`src/include/msic_params.svh`:
```
// register offsets, field positions, reset values of the monitor register bank
`ifndef MSIC_PARAMS_SVH
`define MSIC_PARAMS_SVH

// ----------------------------------------------------------------
// pages and offsets
// ----------------------------------------------------------------
`define MSIC_PAGE_USER  1'b0
`define MSIC_PAGE_OEM   1'b1
`define MSIC_OFS_CFG0   8'h00
`define MSIC_OFS_RDY    8'hfe
`define MSIC_OFS_UCTL   8'hff

// ----------------------------------------------------------------
// reset values
// ----------------------------------------------------------------
`define MSIC_RST_CFG0   8'h00
`define MSIC_RST_RDY    8'h00
`define MSIC_RST_UCTL   8'h20

// ----------------------------------------------------------------
// ready flags: temp, volt, bias, tx, rx on bits 7..3
// ----------------------------------------------------------------
`define MSIC_NRDY       5
`define MSIC_RDY_LSB    3

// ----------------------------------------------------------------
// user control fields
// ----------------------------------------------------------------
`define MSIC_UC_MASK    6
`define MSIC_UC_FLAG    5
`define MSIC_UC_IE      4
`define MSIC_UC_SEL_HI  3
`define MSIC_UC_SEL_LO  2

// ----------------------------------------------------------------
// analog config 0 fields
// ----------------------------------------------------------------
`define MSIC_C0_RST     7
`define MSIC_C0_ZONE    6
`define MSIC_C0_DIODE_FAULT_FLAG    5
`define MSIC_C0_OE      4
`define MSIC_C0_MODULATION_REFERENCE_SELECT  3
`define MSIC_C0_AUX_VOLTAGE_SELECT_HI 2
`define MSIC_C0_AUX_VOLTAGE_SELECT_LO 0

// ----------------------------------------------------------------
// non-volatile image layout
// ----------------------------------------------------------------
`define MSIC_NV_W       10
`define MSIC_NV_USR_LO  6

`endif

```
`src/include/msic_pkg.sv`:
```
// types shared by the monitor register bank modules
package msic_pkg;

    // ----------------------------------------------------------------
    // byte and non-volatile field groups
    // ----------------------------------------------------------------
    typedef logic [7:0] msic_byte_type;

    typedef struct packed {
        logic       mask;   // power-on irq mask
        logic       ie;     // global irq allow
        logic [1:0] sel;    // setpoint select
    } msic_user_nv_type;

    typedef struct packed {
        logic       zone;   // temp zone, 1 = external
        logic       oe;     // drive outputs enabled
        logic       modulation_reference_select; // modulation ref, 1 = supply
        logic [2:0] aux_voltage_select;   // aux voltage select
    } msic_oem_nv_type;

endpackage

```
`src/include/msic_nv_if.sv`:
```
// carrier between register logic and non-volatile store
`timescale 1ns/1ps
interface msic_nv_if;
    import msic_pkg::*;

    logic             user_wr; // write strobe, user control
    logic             oem_wr;  // write strobe, analog config 0
    msic_byte_type    wdata;   // written byte
    msic_user_nv_type user;    // held user fields
    msic_oem_nv_type  oem;     // held analog fields

    modport regs  (output user_wr, oem_wr, wdata, input user, oem);
    modport store (input user_wr, oem_wr, wdata, output user, oem);
endinterface

```
`src/rtl/msic_nvstore.sv`:
```
// non-volatile field store, loaded from the image under reset
`timescale 1ns/1ps
`include "msic_params.svh"
module msic_nvstore
    import msic_pkg::*;
(
    input  wire logic                  clk,
    input  wire logic                  rst_n,
    input  wire logic [`MSIC_NV_W-1:0] nv_image,
    output logic      [`MSIC_NV_W-1:0] nv_image_q,
    output logic                       nv_save_q,
    msic_nv_if.store                   nv
);

    // ----------------------------------------------------------------
    // field storage
    // ----------------------------------------------------------------
    msic_user_nv_type user_q; // held user fields
    msic_oem_nv_type  oem_q;  // held analog fields
    msic_user_nv_type user_d; // next user fields
    msic_oem_nv_type  oem_d;  // next analog fields

    // next values from the write strobes
    always_comb begin
        user_d = user_q;
        oem_d  = oem_q;
        if (nv.user_wr) begin
            user_d.mask = nv.wdata[`MSIC_UC_MASK];
            user_d.ie   = nv.wdata[`MSIC_UC_IE];
            user_d.sel  = nv.wdata[`MSIC_UC_SEL_HI:`MSIC_UC_SEL_LO];
        end
        if (nv.oem_wr) begin
            oem_d.zone   = nv.wdata[`MSIC_C0_ZONE];
            oem_d.oe     = nv.wdata[`MSIC_C0_OE];
            oem_d.modulation_reference_select = nv.wdata[`MSIC_C0_MODULATION_REFERENCE_SELECT];
            oem_d.aux_voltage_select   = nv.wdata[`MSIC_C0_AUX_VOLTAGE_SELECT_HI:`MSIC_C0_AUX_VOLTAGE_SELECT_LO];
        end
    end

    // fields reload from the stored image while reset holds
    always_ff @(posedge clk) begin
        if (!rst_n) begin
            user_q <= msic_user_nv_type'(nv_image[`MSIC_NV_W-1:`MSIC_NV_USR_LO]);
            oem_q  <= msic_oem_nv_type'(nv_image[`MSIC_NV_USR_LO-1:0]);
        end else begin
            user_q <= user_d;
            oem_q  <= oem_d;
        end
    end

    // save request with the fresh image after each write
    always_ff @(posedge clk) begin
        if (!rst_n) begin
            nv_save_q  <= 1'b0;
            nv_image_q <= '0;
        end else begin
            nv_save_q  <= nv.user_wr | nv.oem_wr;
            nv_image_q <= {user_d, oem_d};
        end
    end

    assign nv.user = user_q;
    assign nv.oem  = oem_q;

endmodule

```
`src/rtl/msic_regs.sv`:
```
// status, user control and analog config register bank of the monitor
`timescale 1ns/1ps
`include "msic_params.svh"
module msic_regs
    import msic_pkg::*;
#(
    parameter int NRDY = `MSIC_NRDY
)
(
    input  wire logic                  clk,
    input  wire logic                  rst_n,
    input  wire logic                  acc_req,
    input  wire logic                  acc_write,
    input  wire logic                  acc_page,
    input  wire logic [7:0]            acc_addr,
    input  wire logic [7:0]            acc_wdata,
    input  wire logic                  user_pw_ok,
    input  wire logic                  oem_pw_ok,
    input  wire logic [NRDY-1:0]       conv_done,
    input  wire logic [NRDY-1:0]       result_read,
    input  wire logic                  diode_fault,
    input  wire logic [`MSIC_NV_W-1:0] nv_image,
    output logic                       rd_valid_q,
    output logic      [7:0]            rd_data_q,
    output logic                       irq_n_q,
    output logic                       warm_reset_q,
    output logic                       pw_apply_q,
    output logic                       adc_restart_q,
    output logic      [1:0]            setpoint_select_q,
    output logic                       temp_zone_ext_q,
    output logic                       drive_enable_q,
    output logic                       mod_ref_vdd_q,
    output logic      [2:0]            aux_voltage_select_q,
    output logic                       nv_save_q,
    output logic      [`MSIC_NV_W-1:0] nv_image_q
);

    // ----------------------------------------------------------------
    // address decode
    // ----------------------------------------------------------------

    // page and offset match, used for every register
    function automatic logic hit(input logic pg, input logic [7:0] ad,
                                 input logic wpg, input logic [7:0] wad);
        return (pg == wpg) && (ad == wad);
    endfunction

    logic hit_rdy;   // ready flags selected
    logic hit_uctl;  // user control selected
    logic hit_cfg;   // analog config 0 selected
    logic uctl_ok;   // user control unlocked
    logic wr_uctl;   // accepted user control write
    logic rd_uctl;   // accepted user control read
    logic wr_cfg;    // accepted config write
    logic rst_trig;  // config write with reset bit

    assign hit_rdy  = hit(acc_page, acc_addr, `MSIC_PAGE_USER, `MSIC_OFS_RDY);
    assign hit_uctl = hit(acc_page, acc_addr, `MSIC_PAGE_USER, `MSIC_OFS_UCTL);
    assign hit_cfg  = hit(acc_page, acc_addr, `MSIC_PAGE_OEM, `MSIC_OFS_CFG0);

    // manufacturer password also opens user space
    assign uctl_ok  = user_pw_ok | oem_pw_ok;
    assign wr_uctl  = acc_req & acc_write & hit_uctl & uctl_ok;
    assign rd_uctl  = acc_req & ~acc_write & hit_uctl & uctl_ok;
    assign wr_cfg   = acc_req & acc_write & hit_cfg & oem_pw_ok;
    assign rst_trig = wr_cfg & acc_wdata[`MSIC_C0_RST];

    // ----------------------------------------------------------------
    // non-volatile fields
    // ----------------------------------------------------------------
    msic_nv_if nv ();

    // only the stored fields reach the store; flag and reset bit do not
    assign nv.user_wr = wr_uctl;
    assign nv.oem_wr  = wr_cfg;
    assign nv.wdata   = acc_wdata;

    msic_nvstore u_store (
        .clk        (clk),
        .rst_n      (rst_n),
        .nv_image   (nv_image),
        .nv_image_q (nv_image_q),
        .nv_save_q  (nv_save_q),
        .nv         (nv.store)
    );

    // control outputs straight from the stored fields
    assign setpoint_select_q    = nv.user.sel;
    assign temp_zone_ext_q      = nv.oem.zone;
    assign drive_enable_q       = nv.oem.oe;
    assign mod_ref_vdd_q        = nv.oem.modulation_reference_select;
    assign aux_voltage_select_q = nv.oem.aux_voltage_select;

    // ----------------------------------------------------------------
    // power-on detection
    // ----------------------------------------------------------------
    logic por_pend_q; // high for one cycle after release
    logic por_event;  // power-on event pulse

    // power-on is the first cycle after reset release
    always_ff @(posedge clk) begin
        if (!rst_n) begin
            por_pend_q <= 1'b1;
        end else begin
            por_pend_q <= 1'b0;
        end
    end

    assign por_event = por_pend_q;

    // ----------------------------------------------------------------
    // conversion ready flags
    // ----------------------------------------------------------------
    logic [NRDY-1:0] rdy_q;     // ready flags
    logic [NRDY-1:0] rdy_d;     // next ready flags
    logic [NRDY-1:0] done_ok;   // completions not discarded
    logic [NRDY-1:0] clr_only;  // clears without a new result

    // a config write drops the result finishing in that cycle
    assign done_ok  = conv_done & ~{NRDY{wr_cfg}};
    assign clr_only = result_read & ~done_ok;

    // set wins over the clearing read in the same cycle
    always_comb begin
        rdy_d = (rdy_q & ~result_read) | done_ok;
    end

    // flag storage
    always_ff @(posedge clk) begin
        if (!rst_n) begin
            rdy_q <= NRDY'(`MSIC_RST_RDY >> `MSIC_RDY_LSB);
        end else begin
            rdy_q <= rdy_d;
        end
    end

    // ----------------------------------------------------------------
    // power-on interrupt flag and output
    // ----------------------------------------------------------------
    logic flag_q;   // power-on interrupt flag
    logic flag_d;   // next flag
    logic mute_q;   // output silenced by allow write
    logic mute_d;   // next mute
    logic irq_on;   // interrupt condition

    // power-on sets when masked in; a read clears; set wins
    always_comb begin
        flag_d = flag_q;
        if (rd_uctl) begin
            flag_d = 1'b0;
        end
        if (por_event && nv.user.mask) begin
            flag_d = 1'b1;
        end
    end

    // allow written as one silences a live interrupt until flag clears
    always_comb begin
        mute_d = mute_q;
        if (!flag_d) begin
            mute_d = 1'b0;
        end else if (wr_uctl && acc_wdata[`MSIC_UC_IE] && !irq_n_q) begin
            mute_d = 1'b1;
        end
    end

    // mask and allow gate the flag; warm reset never sets it
    assign irq_on = flag_q & nv.user.mask & nv.user.ie & ~mute_q;

    // flag, mute and active-low interrupt registers
    always_ff @(posedge clk) begin
        if (!rst_n) begin
            flag_q  <= 1'b0;
            mute_q  <= 1'b0;
            irq_n_q <= 1'b1;
        end else begin
            flag_q  <= flag_d;
            mute_q  <= mute_d;
            irq_n_q <= ~irq_on;
        end
    end

    // ----------------------------------------------------------------
    // config write side effects
    // ----------------------------------------------------------------

    // abort and restart, warm reset and password apply pulses
    always_ff @(posedge clk) begin
        if (!rst_n) begin
            adc_restart_q <= 1'b0;
            warm_reset_q  <= 1'b0;
            pw_apply_q    <= 1'b0;
        end else begin
            adc_restart_q <= wr_cfg;
            warm_reset_q  <= rst_trig;
            pw_apply_q    <= por_event | rst_trig;
        end
    end

    // ----------------------------------------------------------------
    // read path
    // ----------------------------------------------------------------
    logic [7:0] rd_mux; // selected read byte

    // reserved bits and locked or unmapped bytes read zero
    always_comb begin
        rd_mux = 8'h00;
        if (hit_rdy) begin
            rd_mux[7:`MSIC_RDY_LSB] = rdy_q;
        end else if (hit_uctl && uctl_ok) begin
            rd_mux[`MSIC_UC_MASK] = nv.user.mask;
            rd_mux[`MSIC_UC_FLAG] = flag_q;
            rd_mux[`MSIC_UC_IE]   = nv.user.ie;
            rd_mux[`MSIC_UC_SEL_HI:`MSIC_UC_SEL_LO] = nv.user.sel;
        end else if (hit_cfg && oem_pw_ok) begin
            rd_mux[`MSIC_C0_ZONE]   = nv.oem.zone;
            rd_mux[`MSIC_C0_DIODE_FAULT_FLAG]   = diode_fault;
            rd_mux[`MSIC_C0_OE]     = nv.oem.oe;
            rd_mux[`MSIC_C0_MODULATION_REFERENCE_SELECT] = nv.oem.modulation_reference_select;
            rd_mux[`MSIC_C0_AUX_VOLTAGE_SELECT_HI:`MSIC_C0_AUX_VOLTAGE_SELECT_LO] = nv.oem.aux_voltage_select;
        end
    end

    // read answer one cycle after the request
    always_ff @(posedge clk) begin
        if (!rst_n) begin
            rd_valid_q <= 1'b0;
            rd_data_q  <= 8'h00;
        end else begin
            rd_valid_q <= acc_req & ~acc_write;
            rd_data_q  <= rd_mux;
        end
    end

    // ----------------------------------------------------------------
    // checks
    // ----------------------------------------------------------------
    logic       cfg_locked; // config write without password
    logic [1:0] wd_sel;     // written setpoint code
    logic [2:0] wd_aux_voltage_select;    // written aux code

    assign cfg_locked = acc_req & acc_write & hit_cfg & ~oem_pw_ok;
    assign wd_sel     = acc_wdata[`MSIC_UC_SEL_HI:`MSIC_UC_SEL_LO];
    assign wd_aux_voltage_select    = acc_wdata[`MSIC_C0_AUX_VOLTAGE_SELECT_HI:`MSIC_C0_AUX_VOLTAGE_SELECT_LO];
endmodule

```
`config.mk`:
```
export PLATFORM = sky130hd
export DESIGN_NAME = msic_regs
export DESIGN_NICKNAME = d
export VERILOG_FILES = /design/src/include/msic_pkg.sv /design/src/include/msic_nv_if.sv /design/src/rtl/msic_nvstore.sv /design/src/rtl/msic_regs.sv
export VERILOG_INCLUDE_DIRS = /design/src /design/src/include
export SDC_FILE = /design/constraint.sdc
export NUM_CORES = 1
export LEC_CHECK = 0
export BUFFER_PORTS_ARGS = -buffer_cell sky130_fd_sc_hd__buf_2
export CAP_MARGIN = 20
export CELL_PAD_IN_SITES_DETAIL_PLACEMENT = 1
export CELL_PAD_IN_SITES_GLOBAL_PLACEMENT = 1
export CORE_ASPECT_RATIO = 1.25
export CORE_MARGIN = 10
export CORE_UTILIZATION = 29
export DETAILED_ROUTE_END_ITERATION = 8
export GPL_ROUTABILITY_DRIVEN = 0
export MAX_ROUTING_LAYER = met4
export PLACE_DENSITY = 0.83
export SKIP_CTS_REPAIR_TIMING = 1
export SLEW_MARGIN = 20
export SYNTH_ARGS = -nofsm -noshare
export SYNTH_HDL_FRONTEND = slang
export SYNTH_SLANG_ARGS = --single-unit
```
`constraint.sdc`:
```
create_clock -name clk -period 1.18 [get_ports clk]
set_input_delay 0.118 -clock clk [delete_from_list [all_inputs] [get_ports clk]]
set_output_delay 0.118 -clock clk [all_outputs]
set_load 0.01 [all_outputs]
```
=== Word level (Yosys, flattened, before mapping) ===
Cells that the tools add are included.

* Bits in latches: 0
* Output and inout bits: 32
* Word-level logic and storage cells: 74
* Memory bits (writable): 0
* Input port bits: 44
* Memories: 0
* Bits in registers: 42
* Bits in read-only memories: 0

* Magnitude comparators: 0
* Reduce and logical (&&, ||, !) cells: 14
* Shift-type cells: 0
* Add/subtract/negate cells: 0
* Muxes and demuxes: 10
* Divide/modulo/power cells: 0
* Equal/unequal tests: 2
* Bitwise operators: 26
* Multiply operators: 0

{| class="wikitable"
|+ Operators with widths
! kind !! count
|-
| == test 8 bit, second input constant || 2
|-
| AND 1 bit || 12
|-
| 2-to-1 mux 4 bit || 3
|-
| 2-to-1 mux 6 bit || 2
|-
| AND 5 bit || 2
|-
| inverter 5 bit || 2
|-
| logical AND 1 bit || 8
|-
| zero test 8 bit || 1
|-
| 2-to-1 mux 7 bit || 1
|-
| inverter 1 bit || 6
|-
| 2-to-1 mux 5 bit || 1
|-
| bitwise OR 5 bit || 1
|-
| AND reduction 2 bit || 2
|-
| OR reduction 4 bit || 1
|-
| 2-to-1 mux 1 bit || 3
|-
| bitwise OR 1 bit || 3
|-
| OR reduction 2 bit || 1
|-
| zero test 1 bit || 1
|}

=== Depth between registers and ports, before layout ===
Gate-level depths: netlist of run 1.

* Depth in word-level cells: 7
* Depth in mapped cells: 5
* Depth with buffers taken out: 4

=== Modules after synthesis ===
A second synthesis of run 1 with hierarchy kept.

* Cells, all modules: 149
* Area, all modules: 1555.2 um^2

{| class="wikitable"
|+ Modules (own cells, without submodules)
! module !! area each (um^2) !! instances !! sequential area each (um^2) !! cells an instance
|-
| msic_regs || 843.3 || 1 || 420.4 || 82
|-
| msic_nvstore || 711.9 || 1 || 420.4 || 67
|}

=== Least setup slack after synthesis of run 1 ===
No wires, ideal clock.

* Path type: in2reg
* From: in acc_addr[1]
* To: reg u_store.oem_q, in the netlist u_store.nv.oem[0]
* Setup time: 129 ps
* Arrival: 1135 ps
* Buffers on the path: 1
* Data required time: 1051 ps
* Cell stages on the path: 5
* Path slack: -84 ps
* Path through: nor4b_2 nand4_4 buf_6 mux2i_1 a21oi_1

* Word-level cells in the longest chain between the ends: 6

{| class="wikitable"
|+ Ends and longest elaborated chain
! what !! line !! RTL
|-
| from (decl) || msic_regs.sv:15 || <nowiki>input wire logic [7:0] acc_addr,</nowiki>
|-
| zero test 8 bit || msic_regs.sv:45 || <nowiki>return (pg == wpg) && (ad == wad);</nowiki>
|-
| logical AND 1 bit || msic_regs.sv:45 ||
|-
| AND 1 bit || - ||
|-
| AND 1 bit || msic_regs.sv:65 || <nowiki>assign wr_cfg = acc_req & acc_write & hit_cfg & oem_pw_ok;</nowiki>
|-
| 2-to-1 mux 6 bit || msic_nvstore.sv:32 || <nowiki>if (nv.oem_wr) begin</nowiki>
|-
| 2-to-1 mux 6 bit || msic_nvstore.sv:42 || <nowiki>if (!rst_n) begin</nowiki>
|-
| to (signal assigned) || msic_nvstore.sv:44 || <nowiki>oem_q <= msic_oem_nv_type'(nv_image[`MSIC_NV_USR_LO-1:0]);</nowiki>
|-
| to (signal assigned) || msic_nvstore.sv:47 || <nowiki>oem_q <= oem_d;</nowiki>
|-
| to (decl) || msic_nvstore.sv:19 || <nowiki>msic_oem_nv_type oem_q;</nowiki>
|}

Every way passes these cells.
A chain may end at the register's enable or synchronous reset.

=== Worst setup path after layout of run 1 ===
* From: in acc_addr[5]
* To: reg u_store.user_q, in the netlist u_store.nv.user[1]

* Word-level cells in the longest chain between the ends: 6

{| class="wikitable"
|+ Ends and longest elaborated chain
! what !! line !! RTL
|-
| == test 8 bit || msic_regs.sv:45 ||
|-
| logical AND 1 bit || msic_regs.sv:45 ||
|-
| AND 1 bit (2 in a row) || msic_regs.sv:63 || <nowiki>assign wr_uctl = acc_req & acc_write & hit_uctl & uctl_ok;</nowiki>
|-
| 2-to-1 mux 4 bit || msic_nvstore.sv:27 || <nowiki>if (nv.user_wr) begin</nowiki>
|-
| 2-to-1 mux 4 bit || msic_nvstore.sv:42 ||
|-
| to (signal assigned) || msic_nvstore.sv:43 || <nowiki>user_q <= msic_user_nv_type'(nv_image[`MSIC_NV_W-1:`MSIC_NV_USR_LO]);</nowiki>
|-
| to (signal assigned) || msic_nvstore.sv:46 || <nowiki>user_q <= user_d;</nowiki>
|-
| to (decl) || msic_nvstore.sv:18 || <nowiki>msic_user_nv_type user_q;</nowiki>
|}

Every way passes these cells.

==> results of run 1 <==
==> worst min-delay path: stages <==
cell and delay (ns):
sky130_fd_sc_hd__buf_2 0.08, sky130_fd_sc_hd__nand2_1 0.04, sky130_fd_sc_hd__o21ai_0 0.07
==> routing by layer <==
layer	vias up	global-route usage	wire, um
li1	702	-	-
met1	654	0.1149	1885
met2	38	0.2206	2727
met3	4	0.04032	350
met4	0	0.03553	52
met5	-	-	0
==> metrics by stage <==
step,total power [mW],std cells
floorplan,1.748,161
global placement,1.927,301
detailed placement,1.947,301
CTS,2.889,309
global route,3.011,310
finish,2.838,310
==> cells in the mapped netlist <==
cell / n / area share
sky130_fd_sc_hd__nor2b_1: 6 / 0.024
sky130_fd_sc_hd__dlygate4sd1_1: 1 / 0.0055
sky130_fd_sc_hd__nand4_1: 1 / 0.0039
sky130_fd_sc_hd__and2_1: 3 / 0.012
sky130_fd_sc_hd__nor4_4: 1 / 0.013
sky130_fd_sc_hd__o21a_1: 2 / 0.0095
sky130_fd_sc_hd__nand2_1: 9 / 0.021
sky130_fd_sc_hd__and2b_2: 5 / 0.028
sky130_fd_sc_hd__nand3_1: 2 / 0.0063
sky130_fd_sc_hd__inv_1: 2 / 0.0047
sky130_fd_sc_hd__dfxtp_1: 42 / 0.53
sky130_fd_sc_hd__nor4b_4: 1 / 0.015
sky130_fd_sc_hd__o21a_4: 1 / 0.0095
sky130_fd_sc_hd__nand4_4: 1 / 0.013
sky130_fd_sc_hd__a31oi_1: 2 / 0.0079
sky130_fd_sc_hd__and2_2: 1 / 0.0047
sky130_fd_sc_hd__clkbuf_1: 2 / 0.0047
sky130_fd_sc_hd__mux2i_1: 10 / 0.063
sky130_fd_sc_hd__clkbuf_8: 2 / 0.017
sky130_fd_sc_hd__nor3b_1: 1 / 0.0047
sky130_fd_sc_hd__nand2b_1: 1 / 0.0039
sky130_fd_sc_hd__o21ai_0: 6 / 0.019
sky130_fd_sc_hd__nor3_1: 1 / 0.0032
sky130_fd_sc_hd__clkinv_1: 1 / 0.0024
sky130_fd_sc_hd__buf_4: 2 / 0.0095
sky130_fd_sc_hd__and4_2: 1 / 0.0063
sky130_fd_sc_hd__a21oi_1: 19 / 0.060
sky130_fd_sc_hd__nor4b_2: 1 / 0.0095
sky130_fd_sc_hd__nand4b_1: 1 / 0.0055
sky130_fd_sc_hd__buf_6: 1 / 0.0071
sky130_fd_sc_hd__nor2_1: 32 / 0.076
==> where the power goes <==
part           switching (mW)  internal, mW  leakage (nW)
registers              0.0408          1.50         0.348
logic                   0.192         0.176         0.668
clock network           0.460         0.472        0.0482
total                   0.693          2.14          1.06
==> worst max path at each step <==
| stage | slack, ns | start | to | depth (start not counted) |
|---|---|---|---|---|
| floorplan | -0.03 | acc_page | u_store.nv.user[0] | 4 |
| global placement | -0.17 | acc_page | u_store.nv.user[3] | 6 |
| detailed placement | -0.26 | acc_addr[7] | u_store.nv.user[2] | 6 |
| CTS | 0.05 | acc_addr[7] | u_store.nv.user[3] | 6 |
| global route | -0.005 | acc_addr[5] | u_store.nv.user[3] | 6 |
| finish | 0.07 | acc_addr[5] | u_store.nv.user[1] | 6 |
==> final cells by class <==
cell class | count | area (sq um) | area share
Sequential cell | 42 | 840.8 | 0.3884
Multi-Input combinational cell | 108 | 676.9 | 0.3127
Timing Repair Buffer | 84 | 461.7 | 0.2133
Clock buffer | 7 | 86.33 | 0.03988
Tap cell | 64 | 80.08 | 0.03699
Inverter | 3 | 11.26 | 0.005202
Clock inverter | 1 | 5.005 | 0.002312
Antenna cell | 1 | 2.502 | 0.001156
==> sequential cells by signal, summed over array words and instances, names as in the netlist <==
register / count
u_store.nv.oem: 6
flag_q: 1
u_store.nv_image_q: 10
u_store.nv.user: 4
rd_valid_q: 1
rdy_q: 5
pw_apply_q: 1
por_event: 1
u_store.nv_save_q: 1
irq_n_q: 1
rd_data_q: 8
warm_reset_q: 1
adc_restart_q: 1
mute_q: 1
==> logic make-up (layout without fill, tap and decap cells) <==
family	after synthesis	in the layout
DFF	42	42
buffers and inverters	11	95
other	0	1
and+or+nand+nor	68	68
AOI/OAI and AO/OA	30	30
muxes	10	10
==> out/qor.tcl, run 1 <==
set qor(status) {completed}
set qor(post_synth_num_cell_types) 31
set qor(setup_violations) 0
set qor(clock_latency_ns) 0.29
set qor(clkSlewWorstSetupHoldPaths_ns) 0.08
set qor(nNetsFinal) 288
set qor(antenna_left) 0
set qor(mostFrequentLayoutCell) {sky130_fd_sc_hd__buf_2}
set qor(port-buffer-count) 74
set qor(first_global_vias) 1664
set qor(drt_drc_violations_left) 0
set qor(worstSetupPathType) {in -> reg}
set qor(fin_crit_sh) 0.9373
set qor(route.detailed.vias_per_inst) 4.510
set qor(mostFrequentLayoutCells) {sky130_fd_sc_hd__buf_2 (74), sky130_fd_sc_hd__dfxtp_1 (42), sky130_fd_sc_hd__nor2_1 (32), sky130_fd_sc_hd__a21oi_1 (19)}
set qor(hold_path.startpoint) {diode_fault}
set qor(dieArea_sq_um) 8848
set qor(synth-compound-area-share) 0.1057
set qor(dominant_combinational_cell_family_by_area_after_synthesis) {simple AND/OR/NAND/NOR gates}
set qor(max_cap_viol) 0
set qor(ys_ff_latch) 42
set qor(hold-path-cell-count) 3
set qor(worst-path-max-fanout) 6
set qor(core-area_sq_um) 5368
set qor(power.static_leakage_nw) 1.064
set qor(route.final.wire_length_um) 5016
set qor(ctsRootBufferMaster) {sky130_fd_sc_hd__clkbuf_8}
set qor(worst_path_largest_cell_delay_ns) 0.32
set qor(maxSlewViolCount) 0
set qor(wl_per_cell_um) 16.18
set qor(areaGrowthSynthToFinish_pct) 36.44
set qor(die-height_um) 102.7
set qor(setup_total_negative_slack_ns) 0
set qor(post_synth.cell_area_avg_sq_um) 9.854
set qor(ratio_of_cells_with_drive_above_1_in_the_final_layout) 0.4245
set qor(finalHoldWorstSlack_ns) 0.05674
set qor(start_kind) {input pin}
set qor(worst_clock_skew_ns) 0.005672
set qor(drtPass1Iterations) 4
set qor(io-pin-count) 76
set qor(crit_chain) {buf_2 > nand4_1 > nor4b_4 > buf_6 > mux2i_1 > a21oi_1}
set qor(grt_first_pass_wirelength_um) 8204
set qor(critical-path-top-delay-family) {simple AND/OR/NAND/NOR gates}
set qor(synthesis.area_sq_um) 1587
set qor(yosysWarningCount) 0
set qor(peakVddDrop_mv) 0.4627
set qor(cts-htree-levels) 2
set qor(cp_data_required_time_ns) 1.35
set qor(max_slew.worst_pin.slew_ns) 0.3162
set qor(seq_area_frac_synth) 0.5300
set qor(grtUsageTotal) 0.1195
set qor(cts_buffer_depth) 2
set qor(critical_path.reg2reg.endpoint) {mute_q}
set qor(synth_simple_gate_area_frac) 0.2500
set qor(xor_xnor_fraction_of_synth_area) 0
set qor(pre_cts_ws_ns) -0.2567
set qor(max_clock_freq_ghz) 0.9041
set qor(tritoncts) {yes}
set qor(numCtsBuffers) 5
set qor(whs_endpoint) {rd_data_q[5]}
set qor(reg2regPathDepth) 4
set qor(start_util) 0.2956
set qor(num_rows) 30
set qor(die-width_um) 86.16
set qor(fin_crit_ns) 1.106
set qor(synth_fa_ha_area_frac) 0
set qor(critical_path.slowest_cell) {sky130_fd_sc_hd__nor4b_4}
set qor(slew_headroom) 0.7883
set qor(critical_path_arrival_ns) 1.28
set qor(layout.cell_area.non_filler_sq_um) 2165
set qor(grt.overflow.total) 0
set qor(dpl.hpwl_um) 4108
set qor(setup_slack_ns) 0.07397
set qor(pin_count_of_the_biggest_net_entering_global_routing) 18
set qor(drt_iter0_drc) 45
set qor(crit_buf_inv) 2
set qor(syn-num-nets) 205
set qor(timing.rr.start) {u_store.nv.user[3]}
set qor(dpl-instance-area_sq_um) 2063
set qor(grt_antenna_before_repair) 1
set qor(n_fill_cell) 662
set qor(routed_via_count) 1398
set qor(grt_setup_unrepaired) {yes}
set qor(netlist_instances) 161
set qor(hp-class) {in -> reg}
set qor(worst-r2r-setup-slack_ns) 0.14
set qor(power_density_nw_per_um2) 1311
set qor(synth.area.mux_share) 0.06309
set qor(final_util) 0.4033
set qor(timing.critical_path.to_type) {register}
set qor(hold_viol_final) 0
set qor(clkSinkCount) 42
Note: power is estimated with default switching activity, not from simulation.
==> run 2, diff against run 1 <==
--- a/config.mk
+++ b/config.mk
@@ -15,7 +15,6 @@
 export CORE_UTILIZATION = 29
 export DETAILED_ROUTE_END_ITERATION = 8
 export GPL_ROUTABILITY_DRIVEN = 0
-export MAX_ROUTING_LAYER = met4
 export PLACE_DENSITY = 0.83
 export SKIP_CTS_REPAIR_TIMING = 1
 export SLEW_MARGIN = 20
==> out/qor.tcl, run 2 (synthesis gave the netlist of run 1 again) <==
set qor(layoutNonFillerInstCount) 309 ;# -0.32%
set qor(clkSlewWorstSetupHoldPaths_ns) 0.08 ;# about the same
set qor(max_slew.worst_pin.slew_ns) 0.3162 ;# unchanged
set qor(grt_first_pass_wirelength_um) 8204 ;# unchanged
set qor(design_power_total_mw) 2.839 ;# about the same
set qor(route.detailed.vias_per_inst) 4.518 ;# +0.18%
set qor(nNetsFinal) 288 ;# unchanged
set qor(numCtsBuffers) 5 ;# unchanged
set qor(mostFrequentLayoutCell) {sky130_fd_sc_hd__buf_2}
set qor(drtPass1Iterations) 4 ;# unchanged
set qor(power_switching_share) 0.2444 ;# about the same
set qor(antenna_left) 0 ;# unchanged
set qor(cts_buffer_depth) 2 ;# unchanged
set qor(core-area_sq_um) 5368 ;# unchanged
set qor(io-pin-count) 76 ;# unchanged
set qor(clock_latency_ns) 0.29 ;# about the same
set qor(die-height_um) 102.7 ;# unchanged
set qor(grt_setup_unrepaired) {yes}
set qor(drt_drc_violations_left) 0 ;# unchanged
set qor(worst-path-max-fanout) 6 ;# unchanged
set qor(worst_clock_skew_ns) 0.005853 ;# +0.0001817 ns
set qor(cts-htree-levels) 2 ;# unchanged
set qor(power_density_nw_per_um2) 1313 ;# +0.13%
set qor(drt_iter0_drc) 47 ;# +4.4%
set qor(max_clock_freq_ghz) 0.9042 ;# about the same
set qor(power.share.combinational) 0.130 ;# about the same
set qor(n_fill_cell) 661 ;# -0.15%
set qor(antenna-diode-count) 0 ;# -1
set qor(setup_slack_ns) 0.07408 ;# +0.0001104 ns
set qor(cp_data_required_time_ns) 1.35 ;# about the same
set qor(maxSlewViolCount) 0 ;# unchanged
set qor(finalHoldWorstSlack_ns) 0.05660 ;# -0.0001420 ns
set qor(setup_violations) 0 ;# unchanged
set qor(setup_total_negative_slack_ns) 0 ;# unchanged
set qor(routed_via_count) 1396 ;# -0.14%
set qor(wl_per_cell_um) 16.23 ;# +0.28%
set qor(max_cap_viol) 0 ;# unchanged
set qor(dpl.hpwl_um) 4108 ;# unchanged
set qor(regMostFlops) {u_store.nv_image_q}
set qor(critical_path_arrival_ns) 1.28 ;# about the same
set qor(ctsRootBufferMaster) {sky130_fd_sc_hd__clkbuf_8}
set qor(port-buffer-count) 74 ;# unchanged
set qor(start_util) 0.2956 ;# unchanged
set qor(tritoncts) {yes}
set qor(start_kind) {input pin}
set qor(power_frac_clock) 0.328 ;# about the same
set qor(fin_crit_ns) 1.106 ;# -0.0001104 ns
set qor(fin_crit_sh) 0.9372 ;# about the same
set qor(peakVddDrop_mv) 0.4631 ;# about the same
set qor(power.static_leakage_nw) 1.064 ;# unchanged
set qor(netSwitchingPower_mw) 0.6938 ;# about the same
set qor(ratio_of_cells_with_drive_above_1_in_the_final_layout) 0.4245 ;# unchanged
set qor(status) {completed}
set qor(clkSinkCount) 42 ;# unchanged
set qor(grt.overflow.total) 0 ;# unchanged
set qor(pre_cts_ws_ns) -0.2567 ;# unchanged
set qor(worstSetupPathType) {in -> reg}
set qor(areaGrowthSynthToFinish_pct) 36.28
set qor(cellInternalPower_mw) 2.145 ;# unchanged
set qor(pin_count_of_the_biggest_net_entering_global_routing) 18 ;# unchanged
set qor(mostFrequentLayoutCells) {sky130_fd_sc_hd__buf_2 (74), sky130_fd_sc_hd__dfxtp_1 (42), sky130_fd_sc_hd__nor2_1 (32), sky130_fd_sc_hd__a21oi_1 (19)}
set qor(die-width_um) 86.16 ;# unchanged
set qor(timing.critical_path.to_type) {register}
set qor(grt_antenna_before_repair) 1 ;# unchanged
set qor(largest_reg_flops) 10 ;# unchanged
set qor(slew_headroom) 0.7883 ;# unchanged
set qor(place.detailed.instances) 301 ;# unchanged
set qor(seqPwrFrac) 0.542 ;# about the same
set qor(hold_viol_final) 0 ;# unchanged
set qor(route.final.wire_length_um) 5014 ;# about the same
set qor(grtUsageTotal) 0.1163 ;# -0.003241
set qor(num_rows) 30 ;# unchanged
set qor(first_global_vias) 1665 ;# +0.060%
set qor(hp-class) {in -> reg}
set qor(dieArea_sq_um) 8848 ;# unchanged
==> run 2: changes by cell type in the layout (fill, tap and decap cells not counted), sizes merged <==
cell,delta
diode,-1
==> run 2: critical path, stage by stage <==
cell	delay, ns
sky130_fd_sc_hd__buf_2	0.12
sky130_fd_sc_hd__nand4_1	0.20
sky130_fd_sc_hd__nor4b_4	0.32
sky130_fd_sc_hd__buf_6	0.18
sky130_fd_sc_hd__mux2i_1	0.24
sky130_fd_sc_hd__a21oi_1	0.10
==> run 2: final cells by class <==
type                    instances  area [sq um]  area share
inverters                       3         11.26    0.005208
clock buffers                   7         86.33     0.03993
multi-input cells             108         676.9      0.3131
clock inverters                 1         5.005    0.002315
well taps                      64         80.08     0.03704
flip-flops and latches         42         840.8      0.3889
repair buffers                 84         461.7      0.2135
==> run 2: final timing paths <==
| path | cells past startpoint | start | slack [ns] | end |
|---|---|---|---|---|
| max reg2reg | 4 | u_store.nv.user[3] | 0.14 | mute_q |
| max | 6 | acc_addr[5] | 0.07 | u_store.nv.user[1] |
| min reg2reg | 1 | flag_q | 0.43 | irq_n_q |
| min | 3 | diode_fault | 0.06 | rd_data_q[5] |
==> run 2: stage by stage <==
step | util | area, sq um
after floorplan | - | 1595
after global placement | 0.3844 | 2063
after CTS | 0.4014 | 2155
after detailed placement | 0.3844 | 2063
after global routing | 0.4028 | 2162
final | 0.4028 | 2162
==> run 2: power by group through the flow <==
stage	sequential, mW	combinational [mW]	clock, mW
global route	1.55	0.416	1.05
detailed placement	1.57	0.375	0
finish	1.54	0.369	0.932
global placement	1.56	0.362	0
floorplan	1.59	0.160	0
CTS	1.54	0.377	0.973
==> run 2: routing by layer <==
layer | vias up | wire (um) | global-route usage
met5 | - | 0 | 0
met4 | 0 | 52 | 0.03553
met3 | 4 | 473 | 0.05217
met2 | 38 | 2729 | 0.2206
met1 | 654 | 1759 | 0.1080
li1 | 700 | - | -
==> run 3, diff against run 2 <==
--- a/config.mk
+++ b/config.mk
@@ -10,7 +10,7 @@
 export CAP_MARGIN = 20
 export CELL_PAD_IN_SITES_DETAIL_PLACEMENT = 1
 export CELL_PAD_IN_SITES_GLOBAL_PLACEMENT = 1
-export CORE_ASPECT_RATIO = 1.25
+export CORE_ASPECT_RATIO = 1.75
 export CORE_MARGIN = 10
 export CORE_UTILIZATION = 29
 export DETAILED_ROUTE_END_ITERATION = 8
==> out/qor.tcl, run 3 (synthesis gave the netlist of run 1 again) <==
set qor(power_density_nw_per_um2) 1312 ;# about the same
set qor(die-height_um) 117.8 ;# +15%
set qor(nNetsFinal) 289 ;# +0.35%
set qor(critical_path.slowest_cell) {sky130_fd_sc_hd__nor4b_4}
set qor(crit_chain) {buf_2 > nor4b_4 > buf_4 > and4_2 > nand2_1 > o21ai_0}
set qor(regMostFlops) {u_store.nv_image_q}
set qor(timing.critical_path.to_type) {register}
set qor(place.detailed.instances) 312 ;# +3.7%
set qor(peakVddDrop_mv) 0.6517 ;# +41%
set qor(netSwitchingPower_mw) 0.7212 ;# +4.0%
set qor(num_rows) 35 ;# +17%
set qor(power.share.combinational) 0.128 ;# -0.002
set qor(dieArea_sq_um) 8946 ;# +1.1%
set qor(start_util) 0.2994 ;# +0.003839
set qor(grtUsageTotal) 0.1151 ;# -0.001163
set qor(drtPass1Iterations) 4 ;# unchanged
set qor(slew_headroom) 0.7829 ;# -0.005456
set qor(route.final.wire_length_um) 5114 ;# +2.0%
set qor(setup_violations) 0 ;# unchanged
set qor(final_util) 0.4120 ;# +0.009246
set qor(maxSlewViolCount) 0 ;# unchanged
set qor(seqPwrFrac) 0.537 ;# -0.005
set qor(clkSinkCount) 42 ;# unchanged
set qor(clock_latency_ns) 0.29 ;# about the same
set qor(worstSetupPathType) {in -> reg}
set qor(mostFrequentLayoutCells) {sky130_fd_sc_hd__buf_2 (74), sky130_fd_sc_hd__dfxtp_1 (42), sky130_fd_sc_hd__nor2_1 (32), sky130_fd_sc_hd__a21oi_1 (19)}
set qor(power_switching_share) 0.2518 ;# +0.007373
set qor(max_clock_freq_ghz) 0.9271 ;# +2.5%
set qor(grt_setup_unrepaired) {no}
set qor(route.detailed.vias_per_inst) 4.442 ;# -1.7%
set qor(power.static_leakage_nw) 1.065 ;# +0.13%
set qor(max_cap_viol) 0 ;# unchanged
set qor(critical_path_arrival_ns) 1.29 ;# about the same
set qor(power_frac_clock) 0.335 ;# +0.007
set qor(cts_buffer_depth) 2 ;# unchanged
set qor(worst_path_largest_cell_delay_ns) 0.36 ;# +0.04 ns
set qor(grt_antenna_before_repair) 1 ;# unchanged
set qor(die-width_um) 75.91 ;# -12%
set qor(clkSlewWorstSetupHoldPaths_ns) 0.08 ;# about the same
set qor(drt_iter0_drc) 6 ;# -87%
set qor(worst_clock_skew_ns) 0.01176 ;# +0.005902 ns
set qor(numCtsBuffers) 5 ;# unchanged
set qor(io-pin-count) 76 ;# unchanged
set qor(largest_reg_flops) 10 ;# unchanged
set qor(cp_data_required_time_ns) 1.39 ;# +0.04 ns
set qor(tritoncts) {yes}
set qor(ctsRootBufferMaster) {sky130_fd_sc_hd__clkbuf_8}
set qor(core-area_sq_um) 5299 ;# -1.3%
set qor(first_global_vias) 1610 ;# -3.3%
set qor(wl_per_cell_um) 15.93 ;# -1.8%
set qor(max_slew.worst_pin.slew_ns) 0.3243 ;# +0.008149 ns
set qor(grt.overflow.total) 0 ;# unchanged
set qor(hp-class) {in -> reg}
set qor(hold_viol_final) 0 ;# unchanged
set qor(design_power_total_mw) 2.864 ;# +0.91%
set qor(mostFrequentLayoutCell) {sky130_fd_sc_hd__buf_2}
set qor(n_fill_cell) 648 ;# -2.0%
set qor(grt_first_pass_wirelength_um) 8245 ;# +0.50%
set qor(areaGrowthSynthToFinish_pct) 37.62
set qor(status) {completed}
set qor(ratio_of_cells_with_drive_above_1_in_the_final_layout) 0.4309 ;# +0.006405
set qor(fin_crit_sh) 0.9141 ;# -0.02307
set qor(layoutNonFillerInstCount) 321 ;# +3.9%
set qor(pin_count_of_the_biggest_net_entering_global_routing) 21 ;# +3
set qor(worst-path-max-fanout) 7 ;# +1
set qor(dpl.hpwl_um) 4241 ;# +3.2%
set qor(port-buffer-count) 74 ;# unchanged
set qor(start_kind) {input pin}
set qor(routed_via_count) 1426 ;# +2.1%
set qor(cellInternalPower_mw) 2.143 ;# about the same
set qor(antenna_left) 0 ;# unchanged
set qor(cts-htree-levels) 2 ;# unchanged
set qor(fin_crit_ns) 1.079 ;# -0.02723 ns
set qor(drt_drc_violations_left) 0 ;# unchanged
run 3: final timing paths:
path | from | endpoint | slack, ns | cells past startpoint
worst max-delay path | acc_addr[0] | rd_data_q[6] | 0.10 | 6
worst min-delay path | diode_fault | rd_data_q[5] | 0.05 | 3
worst max register to register | u_store.nv.user[3] | mute_q | 0.17 | 4
worst min register to register | flag_q | irq_n_q | 0.42 | 1
run 3: final cells by class:
cell class                 count  area [sq um]  area share
sequential                    42         840.8      0.3851
clock inverter                 2         12.51    0.005731
clock buffer                   6         82.58     0.03782
inverter                       3         11.26    0.005158
antenna                        1         2.502    0.001146
multi-input combinational    108         675.6      0.3095
timing repair buffer          85         465.4      0.2132
tap                           74         92.59     0.04241
run 3: metrics by stage:
step                worst slack [ns]  setup TNS, ns  hold slack, ns  instance area, sq um
floorplan                   -0.03468        -0.1493          0.1938                  1595
global placement             -0.1855         -3.817          0.3197                  2083
detailed placement           -0.2150         -5.092          0.3368                  2083
CTS                          0.09475              0         0.03564                  2178
global route                 0.01487              0         0.05691                  2183
finish                        0.1013              0         0.04977                  2183
run 3: power by group through the flow:
stage / Clock, mW / Sequential (mW) / Combinational (mW)
after floorplan: 0 / 1.59 / 0.160
after global routing: 1.04 / 1.55 / 0.410
final: 0.961 / 1.54 / 0.366
after detailed placement: 0 / 1.57 / 0.374
after CTS: 0.998 / 1.54 / 0.376
after global placement: 0 / 1.57 / 0.363
run 3: critical path, delay by kind of cell:
kind,cells,cell delay (ns)
buf+inv,2,0.32
compound gates,1,0.08
simple gates,3,0.78
run 3: routing by layer:
layer,routed length (um),GRT usage,part of all wire,vias to the layer above
li1,-,-,-,710
met5,0,0,0,-
met3,244,0.03364,0.048,6
met4,86,0.05357,0.017,0
met2,2942,0.2218,0.58,39
met1,1841,0.1050,0.36,671
